### src/hdl/mfio_pkg.sv
package mfio_pkg;

  // ----------------------------------------------------------------
  // Register addresses on the CPU data space
  // ----------------------------------------------------------------
  localparam logic [11:0] ADDR_P0_LATCH = 12'h000; // Port 0 output latch.
  localparam logic [11:0] ADDR_P1_LATCH = 12'h001; // Port 1 output latch.
  localparam logic [11:0] ADDR_P2_LATCH = 12'h002; // Port 2 output latch.
  localparam logic [11:0] ADDR_P0_DIR = 12'h010; // Port 0 direction.
  localparam logic [11:0] ADDR_P1_DIR = 12'h011; // Port 1 direction.
  localparam logic [11:0] ADDR_P2_PIN = 12'h016; // Port 2 pin levels, read only.
  localparam logic [11:0] ADDR_P0_LCD = 12'hFAC; // Port 0 LCD select.
  localparam logic [11:0] ADDR_P1_LCD = 12'hFAD; // Port 1 LCD select.
  localparam logic [11:0] ADDR_REASSIGN = 12'hFBB; // Pin reassignment select.

  // ----------------------------------------------------------------
  // Widths and reset values
  // ----------------------------------------------------------------
  localparam int P2_WIDTH = 3; // Port 2 has three implemented bits.
  localparam logic [7:0] RST_ZERO = 8'h00; // Reset of ports 0 and 1 registers.
  localparam logic [2:0] RST_P2_LATCH = 3'h7; // Port 2 latch resets to ones.
  localparam int P2_BIT_INT = 0; // Port 2 bit shared with the stop/interrupt input.
  localparam int P2_BIT_XIN = 1; // Port 2 bit for the slow oscillator input.
  localparam int P2_BIT_XOUT = 2; // Port 2 bit for the slow oscillator output.

  // ----------------------------------------------------------------
  // Carrier types
  // ----------------------------------------------------------------
  // Drive of an eight-bit port: level and output enable per pin.
  typedef struct packed {
    logic [7:0] out;
    logic [7:0] oe;
  } mfio_drv8_t;

  // Drive of the three-bit port.
  typedef struct packed {
    logic [2:0] out;
    logic [2:0] oe;
  } mfio_drv3_t;

endpackage

### src/hdl/mfio_ports.sv
`timescale 1ns/1ps
// Operation
// Pin levels are sampled in the read state.
// Written output value updates in write state.
// Outputs latched; inputs unlatched, source holds data.
// Port 0: eight pins, per-bit direction.
// Reset clears port 0 latch, direction, LCD.
// Port 0 read: pin, zero, or latch.
// Port 0 LCD select routes segment to pin.
// Serial output needs direction, latch one, no LCD.
// Inputs need direction and LCD cleared.
// Port 1: eight pins, per-bit direction.
// Reset clears port 1 latch, direction, LCD.
// Port 1 read: pin, zero, or latch.
// Port 1 LCD select routes segment to pin.
// Port 2 three bits, latch resets to ones.
// Software sets port 2 latch before input use.
// Dual-clock mode gives bits 1, 2 to oscillator.
// Falling edge on port 2 bit 0 flags interrupt.
// Port 2 latch and pins read separately.
// Port 2 upper read bits are meaningless.
// Stop mode floats port 2 bit 0.
// Read-modify-write takes pin level for input bits.
// Reassign pins before configuring, never while running.
// LCD-selected pins ignore direction and latch.
// Secondary inputs always see live pin levels.
module mfio_ports (
  input wire logic i_clk_sys,
  input wire logic i_reset_n,
  input wire logic [11:0] i_cpu_addr,
  input wire logic [7:0] i_cpu_wdata,
  input wire logic i_cpu_read_sample_state,
  input wire logic i_cpu_write_update_state,
  output logic [7:0] o_cpu_rdata,
  input wire logic [7:0] i_p0_pin,
  input wire logic [7:0] i_p1_pin,
  input wire logic [2:0] i_p2_pin,
  input wire logic [7:0] i_p0_lcd_seg,
  input wire logic [7:0] i_p1_lcd_seg,
  input wire logic [7:0] i_p0_periph_out,
  input wire logic i_dual_clock_mode,
  input wire logic i_stop_mode,
  output mfio_pkg::mfio_drv8_t o_p0_drive,
  output mfio_pkg::mfio_drv8_t o_p1_drive,
  output mfio_pkg::mfio_drv3_t o_p2_drive,
  output logic [7:0] o_p0_func_in,
  output logic [2:0] o_p2_func_in,
  output logic o_p2_bit0_fall,
  output logic [7:0] o_pin_reassign_select
);

  // ----------------------------------------------------------------
  // Registers
  // ----------------------------------------------------------------
  logic [7:0] port0_output_latch; // Port 0 output data latch.
  logic [7:0] port0_direction; // Port 0 direction, 1 is output.
  logic [7:0] port0_lcd_select; // Port 0 LCD segment select.
  logic [7:0] port1_output_latch; // Port 1 output data latch.
  logic [7:0] port1_direction; // Port 1 direction, 1 is output.
  logic [7:0] port1_lcd_select; // Port 1 LCD segment select.
  logic [2:0] port2_output_latch; // Port 2 output latch.
  logic p2_bit0_prev; // Last level of port 2 bit 0.

  // ----------------------------------------------------------------
  // Address decode and read selection
  // ----------------------------------------------------------------
  wire logic hit_p0_latch = (i_cpu_addr == mfio_pkg::ADDR_P0_LATCH);
  wire logic hit_p1_latch = (i_cpu_addr == mfio_pkg::ADDR_P1_LATCH);
  wire logic hit_p2_latch = (i_cpu_addr == mfio_pkg::ADDR_P2_LATCH);
  wire logic hit_p0_dir = (i_cpu_addr == mfio_pkg::ADDR_P0_DIR);
  wire logic hit_p1_dir = (i_cpu_addr == mfio_pkg::ADDR_P1_DIR);
  wire logic hit_p2_pin = (i_cpu_addr == mfio_pkg::ADDR_P2_PIN);
  wire logic hit_p0_lcd = (i_cpu_addr == mfio_pkg::ADDR_P0_LCD);
  wire logic hit_p1_lcd = (i_cpu_addr == mfio_pkg::ADDR_P1_LCD);
  wire logic hit_reassign = (i_cpu_addr == mfio_pkg::ADDR_REASSIGN);
  wire logic wr = i_cpu_write_update_state;

  // Per-bit read view of the data registers: latch for outputs, pin for
  // plain inputs, zero for LCD inputs. A bit instruction that reads this
  // and writes it back copies pin levels into input-mode latches.
  wire logic [7:0] p0_view = (port0_direction & port0_output_latch)
    | (~port0_direction & ~port0_lcd_select & i_p0_pin);
  wire logic [7:0] p1_view = (port1_direction & port1_output_latch)
    | (~port1_direction & ~port1_lcd_select & i_p1_pin);

  // Port 2 upper bits read as zero; only the low three carry meaning.
  wire logic [7:0] p2_latch_view = {5'h00, port2_output_latch};
  wire logic [7:0] p2_pin_view = {5'h00, i_p2_pin};

  wire logic [7:0] read_mux =
    hit_p0_latch ? p0_view :
    hit_p1_latch ? p1_view :
    hit_p2_latch ? p2_latch_view :
    hit_p0_dir ? port0_direction :
    hit_p1_dir ? port1_direction :
    hit_p2_pin ? p2_pin_view :
    hit_p0_lcd ? port0_lcd_select :
    hit_p1_lcd ? port1_lcd_select :
    hit_reassign ? o_pin_reassign_select : 8'h00;

  // ----------------------------------------------------------------
  // Pin drive computation
  // ----------------------------------------------------------------
  // An LCD pin always carries the segment, whatever direction and latch
  // say. A serial output only appears while the latch bit is one.
  wire logic [7:0] next_p0_out = (port0_lcd_select & i_p0_lcd_seg)
    | (~port0_lcd_select & port0_output_latch & i_p0_periph_out);
  wire logic [7:0] next_p0_oe = port0_lcd_select | port0_direction;
  wire logic [7:0] next_p1_out = (port1_lcd_select & i_p1_lcd_seg)
    | (~port1_lcd_select & port1_output_latch);
  wire logic [7:0] next_p1_oe = port1_lcd_select | port1_direction;

  // Port 2 sinks low when its latch is zero and floats when one, so a one
  // in the latch leaves the pin free for input and secondary use.
  wire logic [2:0] p2_sink = ~port2_output_latch;
  wire logic [2:0] next_p2_oe = {
    p2_sink[mfio_pkg::P2_BIT_XOUT] & ~i_dual_clock_mode,
    p2_sink[mfio_pkg::P2_BIT_XIN] & ~i_dual_clock_mode,
    p2_sink[mfio_pkg::P2_BIT_INT] & ~i_stop_mode
  };
  // The level seen on bit 0 follows our own drive when we sink it.
  wire logic p2_bit0_level = next_p2_oe[mfio_pkg::P2_BIT_INT] ? 1'b0
    : i_p2_pin[mfio_pkg::P2_BIT_INT];

  // ----------------------------------------------------------------
  // Read data capture
  // ----------------------------------------------------------------
  // Pins enter the read data only in the read state; the secondary inputs register them every clock.
  always_ff @(posedge i_clk_sys or negedge i_reset_n) begin
    if (!i_reset_n) begin
      o_cpu_rdata <= 8'h00;
    end else if (i_cpu_read_sample_state) begin
      o_cpu_rdata <= read_mux;
    end
  end

  // ----------------------------------------------------------------
  // Port 0 registers
  // ----------------------------------------------------------------
  // Writes take effect in the write state of the instruction.
  always_ff @(posedge i_clk_sys or negedge i_reset_n) begin
    if (!i_reset_n) begin
      port0_output_latch <= mfio_pkg::RST_ZERO;
      port0_direction <= mfio_pkg::RST_ZERO;
      port0_lcd_select <= mfio_pkg::RST_ZERO;
    end else begin
      if (wr && hit_p0_latch) begin
        port0_output_latch <= i_cpu_wdata;
      end
      if (wr && hit_p0_dir) begin
        port0_direction <= i_cpu_wdata;
      end
      if (wr && hit_p0_lcd) begin
        port0_lcd_select <= i_cpu_wdata;
      end
    end
  end

  // ----------------------------------------------------------------
  // Port 1 registers
  // ----------------------------------------------------------------
  // Same structure as port 0, without serial functions.
  always_ff @(posedge i_clk_sys or negedge i_reset_n) begin
    if (!i_reset_n) begin
      port1_output_latch <= mfio_pkg::RST_ZERO;
      port1_direction <= mfio_pkg::RST_ZERO;
      port1_lcd_select <= mfio_pkg::RST_ZERO;
    end else begin
      if (wr && hit_p1_latch) begin
        port1_output_latch <= i_cpu_wdata;
      end
      if (wr && hit_p1_dir) begin
        port1_direction <= i_cpu_wdata;
      end
      if (wr && hit_p1_lcd) begin
        port1_lcd_select <= i_cpu_wdata;
      end
    end
  end

  // ----------------------------------------------------------------
  // Port 2 latch and reassignment register
  // ----------------------------------------------------------------
  // The reassignment value is only stored; software must set it before
  // touching the affected pins, the block does not guard against that.
  always_ff @(posedge i_clk_sys or negedge i_reset_n) begin
    if (!i_reset_n) begin
      port2_output_latch <= mfio_pkg::RST_P2_LATCH;
      o_pin_reassign_select <= mfio_pkg::RST_ZERO;
    end else begin
      if (wr && hit_p2_latch) begin
        port2_output_latch <= i_cpu_wdata[mfio_pkg::P2_WIDTH-1:0];
      end
      if (wr && hit_reassign) begin
        o_pin_reassign_select <= i_cpu_wdata;
      end
    end
  end

  // ----------------------------------------------------------------
  // Registered pin drives and secondary inputs
  // ----------------------------------------------------------------
  // Outputs are registered so each pin changes one clock after its cause.
  always_ff @(posedge i_clk_sys or negedge i_reset_n) begin
    if (!i_reset_n) begin
      o_p0_drive <= '0;
      o_p1_drive <= '0;
      o_p2_drive <= '0;
      o_p0_func_in <= 8'h00;
      o_p2_func_in <= 3'h0;
    end else begin
      o_p0_drive <= {next_p0_out, next_p0_oe};
      o_p1_drive <= {next_p1_out, next_p1_oe};
      o_p2_drive <= {3'h0, next_p2_oe};
      o_p0_func_in <= i_p0_pin;
      o_p2_func_in <= i_p2_pin;
    end
  end

  // ----------------------------------------------------------------
  // Port 2 bit 0 falling edge
  // ----------------------------------------------------------------
  // The edge is taken from the pin level, which also covers our own
  // output driving the pin low.
  always_ff @(posedge i_clk_sys or negedge i_reset_n) begin
    if (!i_reset_n) begin
      p2_bit0_prev <= 1'b1;
      o_p2_bit0_fall <= 1'b0;
    end else begin
      p2_bit0_prev <= p2_bit0_level;
      o_p2_bit0_fall <= p2_bit0_prev & ~p2_bit0_level;
    end
  end
endmodule

### config.mk
export PLATFORM = sky130hd
export DESIGN_NAME = mfio_ports
export DESIGN_NICKNAME = d
export VERILOG_FILES = /design/src/hdl/mfio_pkg.sv /design/src/hdl/mfio_ports.sv
export SDC_FILE = /design/constraint.sdc
export NUM_CORES = 1
export LEC_CHECK = 0
export BUFFER_PORTS_ARGS = -buffer_cell sky130_fd_sc_hd__buf_4
export CAP_MARGIN = 20
export CORE_ASPECT_RATIO = 2
export CORE_MARGIN = 3
export CORE_UTILIZATION = 40
export CTS_CLUSTER_DIAMETER = 50
export DETAILED_ROUTE_END_ITERATION = 10
export SLEW_MARGIN = 10
export SYNTH_ARGS = -nofsm -noshare
export SYNTH_HDL_FRONTEND = slang
export SYNTH_SLANG_ARGS = --single-unit
### constraint.sdc
create_clock -name i_clk_sys -period 2.04 [get_ports i_clk_sys]
set_input_delay 0.408 -clock i_clk_sys [delete_from_list [all_inputs] [get_ports i_clk_sys]]
set_output_delay 0.408 -clock i_clk_sys [all_outputs]
set_load 0.05 [all_outputs]
==> out/results.tsv, run 1 <==
metric	value	unit
outcome	finished, final reports clean	
largest net degree at the start of global routing	38	
hold path start	i_p0_pin[1]	
ANT nets after route	0	
Max-Cap Viols	0	
Slew Viols, Final	0	
PwrDens	808	nW/um2
root buffer selected by CTS	clkbuf_16	
Die W	85.9	um
initial DRC count	279	
min cycle time layout	1.62	ns
TritonCTS clock tree	built	
Vias per Instance	5.48	
DP HPWL	11.4	mm
register area share after synthesis	56.5	%
most common cell after layout, fill and taps aside	buf_4	
clock sinks	115	
core footprint	12300	um2
Residual DRC	0	
Synth area leaders	dfrtp_1 (54%), mux2_2 (9.5%), mux2_1 (6.4%)	
Async SR Flop Fraction	100	%
Post-Place Cells	714	
post-route insts no fill	747	
Max Freq	0.617	GHz
DRT Wirelength	15.2	mm
area share of the largest cell type after synthesis	54.4	%
post-synth top area cell	dfrtp_1	
layout cells sized above 1	42.3	%
Resized Gates After CTS	0	
CTS clk-pin slew, worst paths	0.05	ns
drt pass-1 iters	5	
Cells after Synth	417	
IO Pins	135	
gr ovfl total	0	
CP startpoint kind	input pin	
leakage power	0.00361	uW
Synth Area per Inst	12.2	um2
cell area after synthesis	5100	um2
Final setup viols	0	
R2R depth	4	
CP max FO	8	
clk_skew	0.00663	ns
RSZ-0062 raised after global routing	false	
Hold Crit Endpoint	o_p0_func_in[1]	
critical path type	input pin to flop	
FF-to-FF Start	port1_direction[5]	
Final #Nets	656	
r2r setup slk	0.53	ns
Total GRT Usage	22.0	%
initial antenna violation count	0	
starting density of the core	41.4	%
Worst EP required	2.32	ns
diodes inserted	0	
Yosys reg bits	115	
final core area utilization	57.1	%
Period Utilization, post-route	79.4	%
Hold Fails Final Rpt	0	
worst skew pair latency	0.41	ns
most frequent cells in the layout	buf_4 (161), dfrtp_1 (111), mux2_2 (43)	
crit path capture type	flop	
Min-Delay Path Class	input pin to flop	
data arrival time of the critical path	1.90	ns
Area Overhead vs Synth	37.9	%
vias in the first global route	4338	
row count	57	
global-route wire length before repair	23.7	mm
die area	14200	um2
Vias	4097	
Setup TNS	0	ns
Distinct cells, synth	48	
routed len/inst	20.3	um
Longest Clk Path Bufs	2	
r2r endpoint	o_cpu_rdata[5]	
ys flop type	dfrtp_1	
Max IR drop VDD	0.000608	V
port buffer count	131	
Synth Warn #	0	
TritonCTS buffer count	17	
Chip Height	166	um
htree depth	4	
hold path depth	1	
global placer's final weighted congestion	0.901	
Post-synth EDFFs	0	
critical path: stages:
cell	delay (ns)
buf_4	0.12
nor4_4	0.29
and2_1	0.25
buf_4	0.19
nand4_4	0.24
mux2_1	0.39
worst max path at each step:
stage / startpoint / to / cells after the start
2_1_floorplan: i_cpu_addr[0] / o_cpu_rdata[0] / 7
3_3_place_gp: i_cpu_addr[8] / o_cpu_rdata[6] / 8
3_5_place_dp: i_cpu_addr[3] / o_cpu_rdata[6] / 8
4_1_cts: i_cpu_addr[8] / o_cpu_rdata[6] / 8
5_1_grt: i_cpu_addr[3] / o_cpu_rdata[6] / 8
6_report: i_cpu_addr[3] / port0_direction[2] / 6
registers in the layout, summed over array words and instances (netlist names):
name and count:
o_p2_bit0_fall 1, port0_lcd_select 8, o_p0_drive 16, port2_output_latch 3
port1_lcd_select 8, o_p0_func_in 8, o_pin_reassign_select 8, port0_output_latch 8
o_cpu_rdata 8, p2_bit0_prev 1, o_p2_func_in 3, port0_direction 8
port1_direction 8, port1_output_latch 8, o_p2_drive 3, o_p1_drive 16
power by group:
part / total, uW / internal [uW] / switching, uW
logic: 502 / 193 / 309
registers: 2340 / 2320 / 17.5
clock network: 2850 / 1850 / 998
total: 5690 / 4360 / 1320
cells in the mapped netlist, types with 2 or more instances:
master,n
o21ai_1,2
nand2b_1,6
o21ai_0,25
nor4_4,3
o22ai_1,6
a211oi_1,5
a221o_1,2
a221oi_1,5
a32oi_1,3
a21o_1,2
a2bb2oi_1,4
and3_1,2
buf_4,3
nand3_4,2
mux2_2,43
o221ai_1,3
a21oi_1,16
nand3_1,2
and4b_1,3
nor2_1,31
nand4_1,6
inv_1,19
nand2_1,23
mux2_1,29
buf_2,9
dfrtp_1,111
nand4_4,2
and2_1,3
a22oi_1,11
dfstp_2,4
or2_2,5
o311ai_0,2
nor2b_1,8
nand4b_1,2
clkbuf_1,2
what timing repair did:
item                                   CTS  global route
setup buffers                            0             0
hold buffers                             1             0
endpoints found under the hold margin   27             0
cells by family after synthesis:
| group | share of synthesized area (%) |
|---|---|
| compound gates | 11.4 |
| buf+inv | 3.09 |
| flops | 56.5 |
| mux | 15.9 |
| other cells | 0.0735 |
| simple gates | 13.1 |
area by class of cell:
| cell class | instances | area [um2] |
|---|---|---|
| Fill cell | 1080 | 5300 |
| Sequential cell | 115 | 2880 |
| Multi-Input combinational cell | 270 | 2070 |
| Timing Repair Buffer | 164 | 1260 |
| Clock buffer | 23 | 468 |
| Tap cell | 147 | 184 |
| Clock inverter | 9 | 105 |
| Inverter | 19 | 71.3 |
per-stage QoR:
| step | hold slack (ns) | area [um2] | setup slack, ns | total power [uW] |
|---|---|---|---|---|
| detailed placement | 0.392 | 6460 | -0.0214 | 2880 |
| global placement | 0.386 | 6460 | -0.0278 | 2870 |
| floorplan | 0.112 | 5110 | 0.278 | 2590 |
| finish | 0.120 | 7040 | 0.419 | 5690 |
| CTS | 0.106 | 7040 | 0.392 | 5740 |
| global route | 0.102 | 7040 | 0.317 | 5900 |
layer usage:
layer | share of wire (%) | GRT usage (%)
met3 | 4.5 | 4.82
met5 | 0 | 0
met4 | 2.7 | 8.61
met2 | 57 | 39.9
met1 | 36 | 24.2
Note: power is estimated with default switching activity, not from simulation.
==> inputs of run 2 (changes only) <==
- ABC_AREA: default -> 1
- PLACE_DENSITY: default -> 0.66
- clock period: 2.04 -> 1.35 ns (I/O delays scaled with it)
==> run 2 against run 1 <==
Compared with the run above:
- synthesized area decreased by 0.29%
- sequential share of layout area decreased by 1.9 points
- worst setup slack got worse by 0.38 ns
- critical path depth decreased by 5
- hold slack got worse by 0.10 ns
- cell count increased by 26%
- synthesized cell count increased by 40%
- utilization increased by 3.2 points
- combinational power increased by 38%
- largest cell class unchanged
==> out/results.tsv, run 2 <==
metric	value	unit
TritonCTS buffer count	17	
GRT met2 Usage	41.9	%
Vias	4608	
worst path bufs/invs	1	
initial DRC count	236	
area share of the largest cell type after synthesis	54.6	%
slowest cell on the critical path	dfrtp_1	
data arrival time of the critical path	1.04	ns
synth cell count leaders	nand2_1 (197), dfrtp_1 (111), inv_1 (65), o21ai_0 (44), nor2_1 (38)	
Slew Viols, Final	0	
Max stage delay on crit path	0.41	ns
Final setup viols	0	
leakage power	0.00386	uW
global placer's final weighted congestion	0.906	
Largest regs	o_p0_drive x16, o_p1_drive x16	
TritonCTS clock tree	built	
Yosys reg bits	115	
Max Freq	0.761	GHz
critical-path cell list	buf_4	
root buffer selected by CTS	clkbuf_16	
drt pass-1 iters	7	
vias in the first global route	4726	
Synth Warn #	0	
most frequent cells in the layout	nand2_1 (197), buf_4 (171), dfrtp_1 (109)	
Total Power	8820	uW
CP startpoint kind	flop	
diodes inserted	0	
port buffer count	131	
Area Overhead vs Synth	45.3	%
crit path capture type	output pin	
starting density of the core	41.5	%
IO Pins	135	
Async SR Flop Fraction	100	%
post-synth top area cell	dfrtp_1	
Chip Height	166	um
worst skew pair latency	0.41	ns
Post-synth EDFFs	0	
critical path type	flop to output pin	
Longest Clk Path Bufs	2	
die area	14200	um2
family with the most delay on the worst path	flip-flops	
Synth area leaders	dfrtp_1 (55%), nand2_1 (15%), inv_1 (4.8%)	
Die W	85.8	um
# fillers	1091	
PwrDens	1190	nW/um2
register area share after synthesis	56.6	%
ANT nets after route	0	
most used routing layer	met2	
gr ovfl total	0	
Period Utilization, post-route	97.4	%
initial antenna violation count	0	
Max IR drop VDD	0.00114	V
htree depth	4	
largest net degree at the start of global routing	60	
RSZ-0062 raised after global routing	false	
Cells after Synth	583	
grt met3 use	4.12	%
top-count cell post-synth	nand2_1	
final core area utilization	60.3	%
GR Util met1	23.5	%
Min-Delay Path Class	input pin to flop	
Total GRT Usage	22.6	%
Residual DRC	0	
layout cells sized above 1	33.0	%
min cycle time layout	1.31	ns
Final #Nets	850	
Max-Cap Viols	0	
row count	57	
CTS clk-pin slew, worst paths	0.05	ns
most common cell after layout, fill and taps aside	nand2_1	
clk_skew	0.00819	ns
Hold Fails Final Rpt	0	
Worst EP required	1.08	ns
core footprint	12300	um2
Synth Area per Inst	8.73	um2
DRT Wirelength	15.4	mm
Distinct cells, synth	32	
CP max FO	3	
global-route wire length before repair	23.9	mm
routed len/inst	16.4	um
outcome	finished, final reports clean	
DP HPWL	12.0	mm
ys flop type	dfrtp_1	
cell area after synthesis	5090	um2
clock sinks	115	
Vias per Instance	4.90	
## run 2: path summary, 6_finish.rpt
path / from / end / slack [ns] / cells after the start
min in group asynchronous: i_reset_n / o_p0_drive[14] / 0.21 / 2
max: o_pin_reassign_select[6] / o_pin_reassign_select[6] / 0.04 / 1
max reg2reg: port1_lcd_select[6] / o_cpu_rdata[6] / 0.13 / 7
min reg2reg: p2_bit0_prev / o_p2_bit0_fall / 0.47 / 2
min: i_stop_mode / o_p2_drive[0] / 0.02 / 2
max in group asynchronous: i_reset_n / port0_direction[0] / 0.60 / 4
## run 2: repair_timing
action,CTS,global route
hold endpoints to repair,92,0
resized for setup,0,7
setup endpoints to repair,0,8
setup buffers,0,1
hold buffers,13,0
## run 2: cells by family (layout without fill, tap and decap cells)
family                 Yosys count  in the layout  share of synthesized area, %
and+or+nand+nor                304            304                          26.4
other                            1              3                        0.0737
buffers and inverters           81            290                          6.78
DFF                            115            115                          56.6
AOI/OAI and AO/OA               82             82                          10.1
## run 2: layout make-up
cell class	instances	area (um2)	share of cell area (%)
clock inverter	11	150	2.03
multi-input combinational	389	1920	26.0
timing repair buffer	190	1530	20.7
inverter	68	260	3.52
sequential	115	2890	39.0
clock buffer	21	460	6.23
tap	147	184	2.49
## run 2: stage by stage
step / hold slack, ns / instances / instance area [um2] / setup slack, ns / TNS, ns
2_1_floorplan: -0.0256 / 585 / 5130 / 0.00618 / 0
3_3_place_gp: 0.0875 / 895 / 6620 / -0.359 / -12.12
3_5_place_dp: 0.0898 / 895 / 6620 / -0.364 / -13.22
4_1_cts: 0.00597 / 940 / 7360 / 0.0197 / 0
5_1_grt: 0.0146 / 941 / 7390 / 0.00854 / 0
6_report: 0.0150 / 941 / 7390 / 0.0351 / 0
## run 2: power by group
part,switching [uW],total (uW),leakage (uW),internal (uW)
Sequential,16.5,3510,0.00155,3490
Combinational,413,693,0.00201,279
Clock,1610,4620,0.000294,3010
## run 2: per-layer routing
layer / up-vias / share of wire [%] / wire (um)
met5: - / 0 / 0
met3: 34 / 4.1 / 632
met4: 0 / 4.1 / 631
li1: 2258 / - / -
met1: 2178 / 35 / 5390
met2: 138 / 57 / 8790
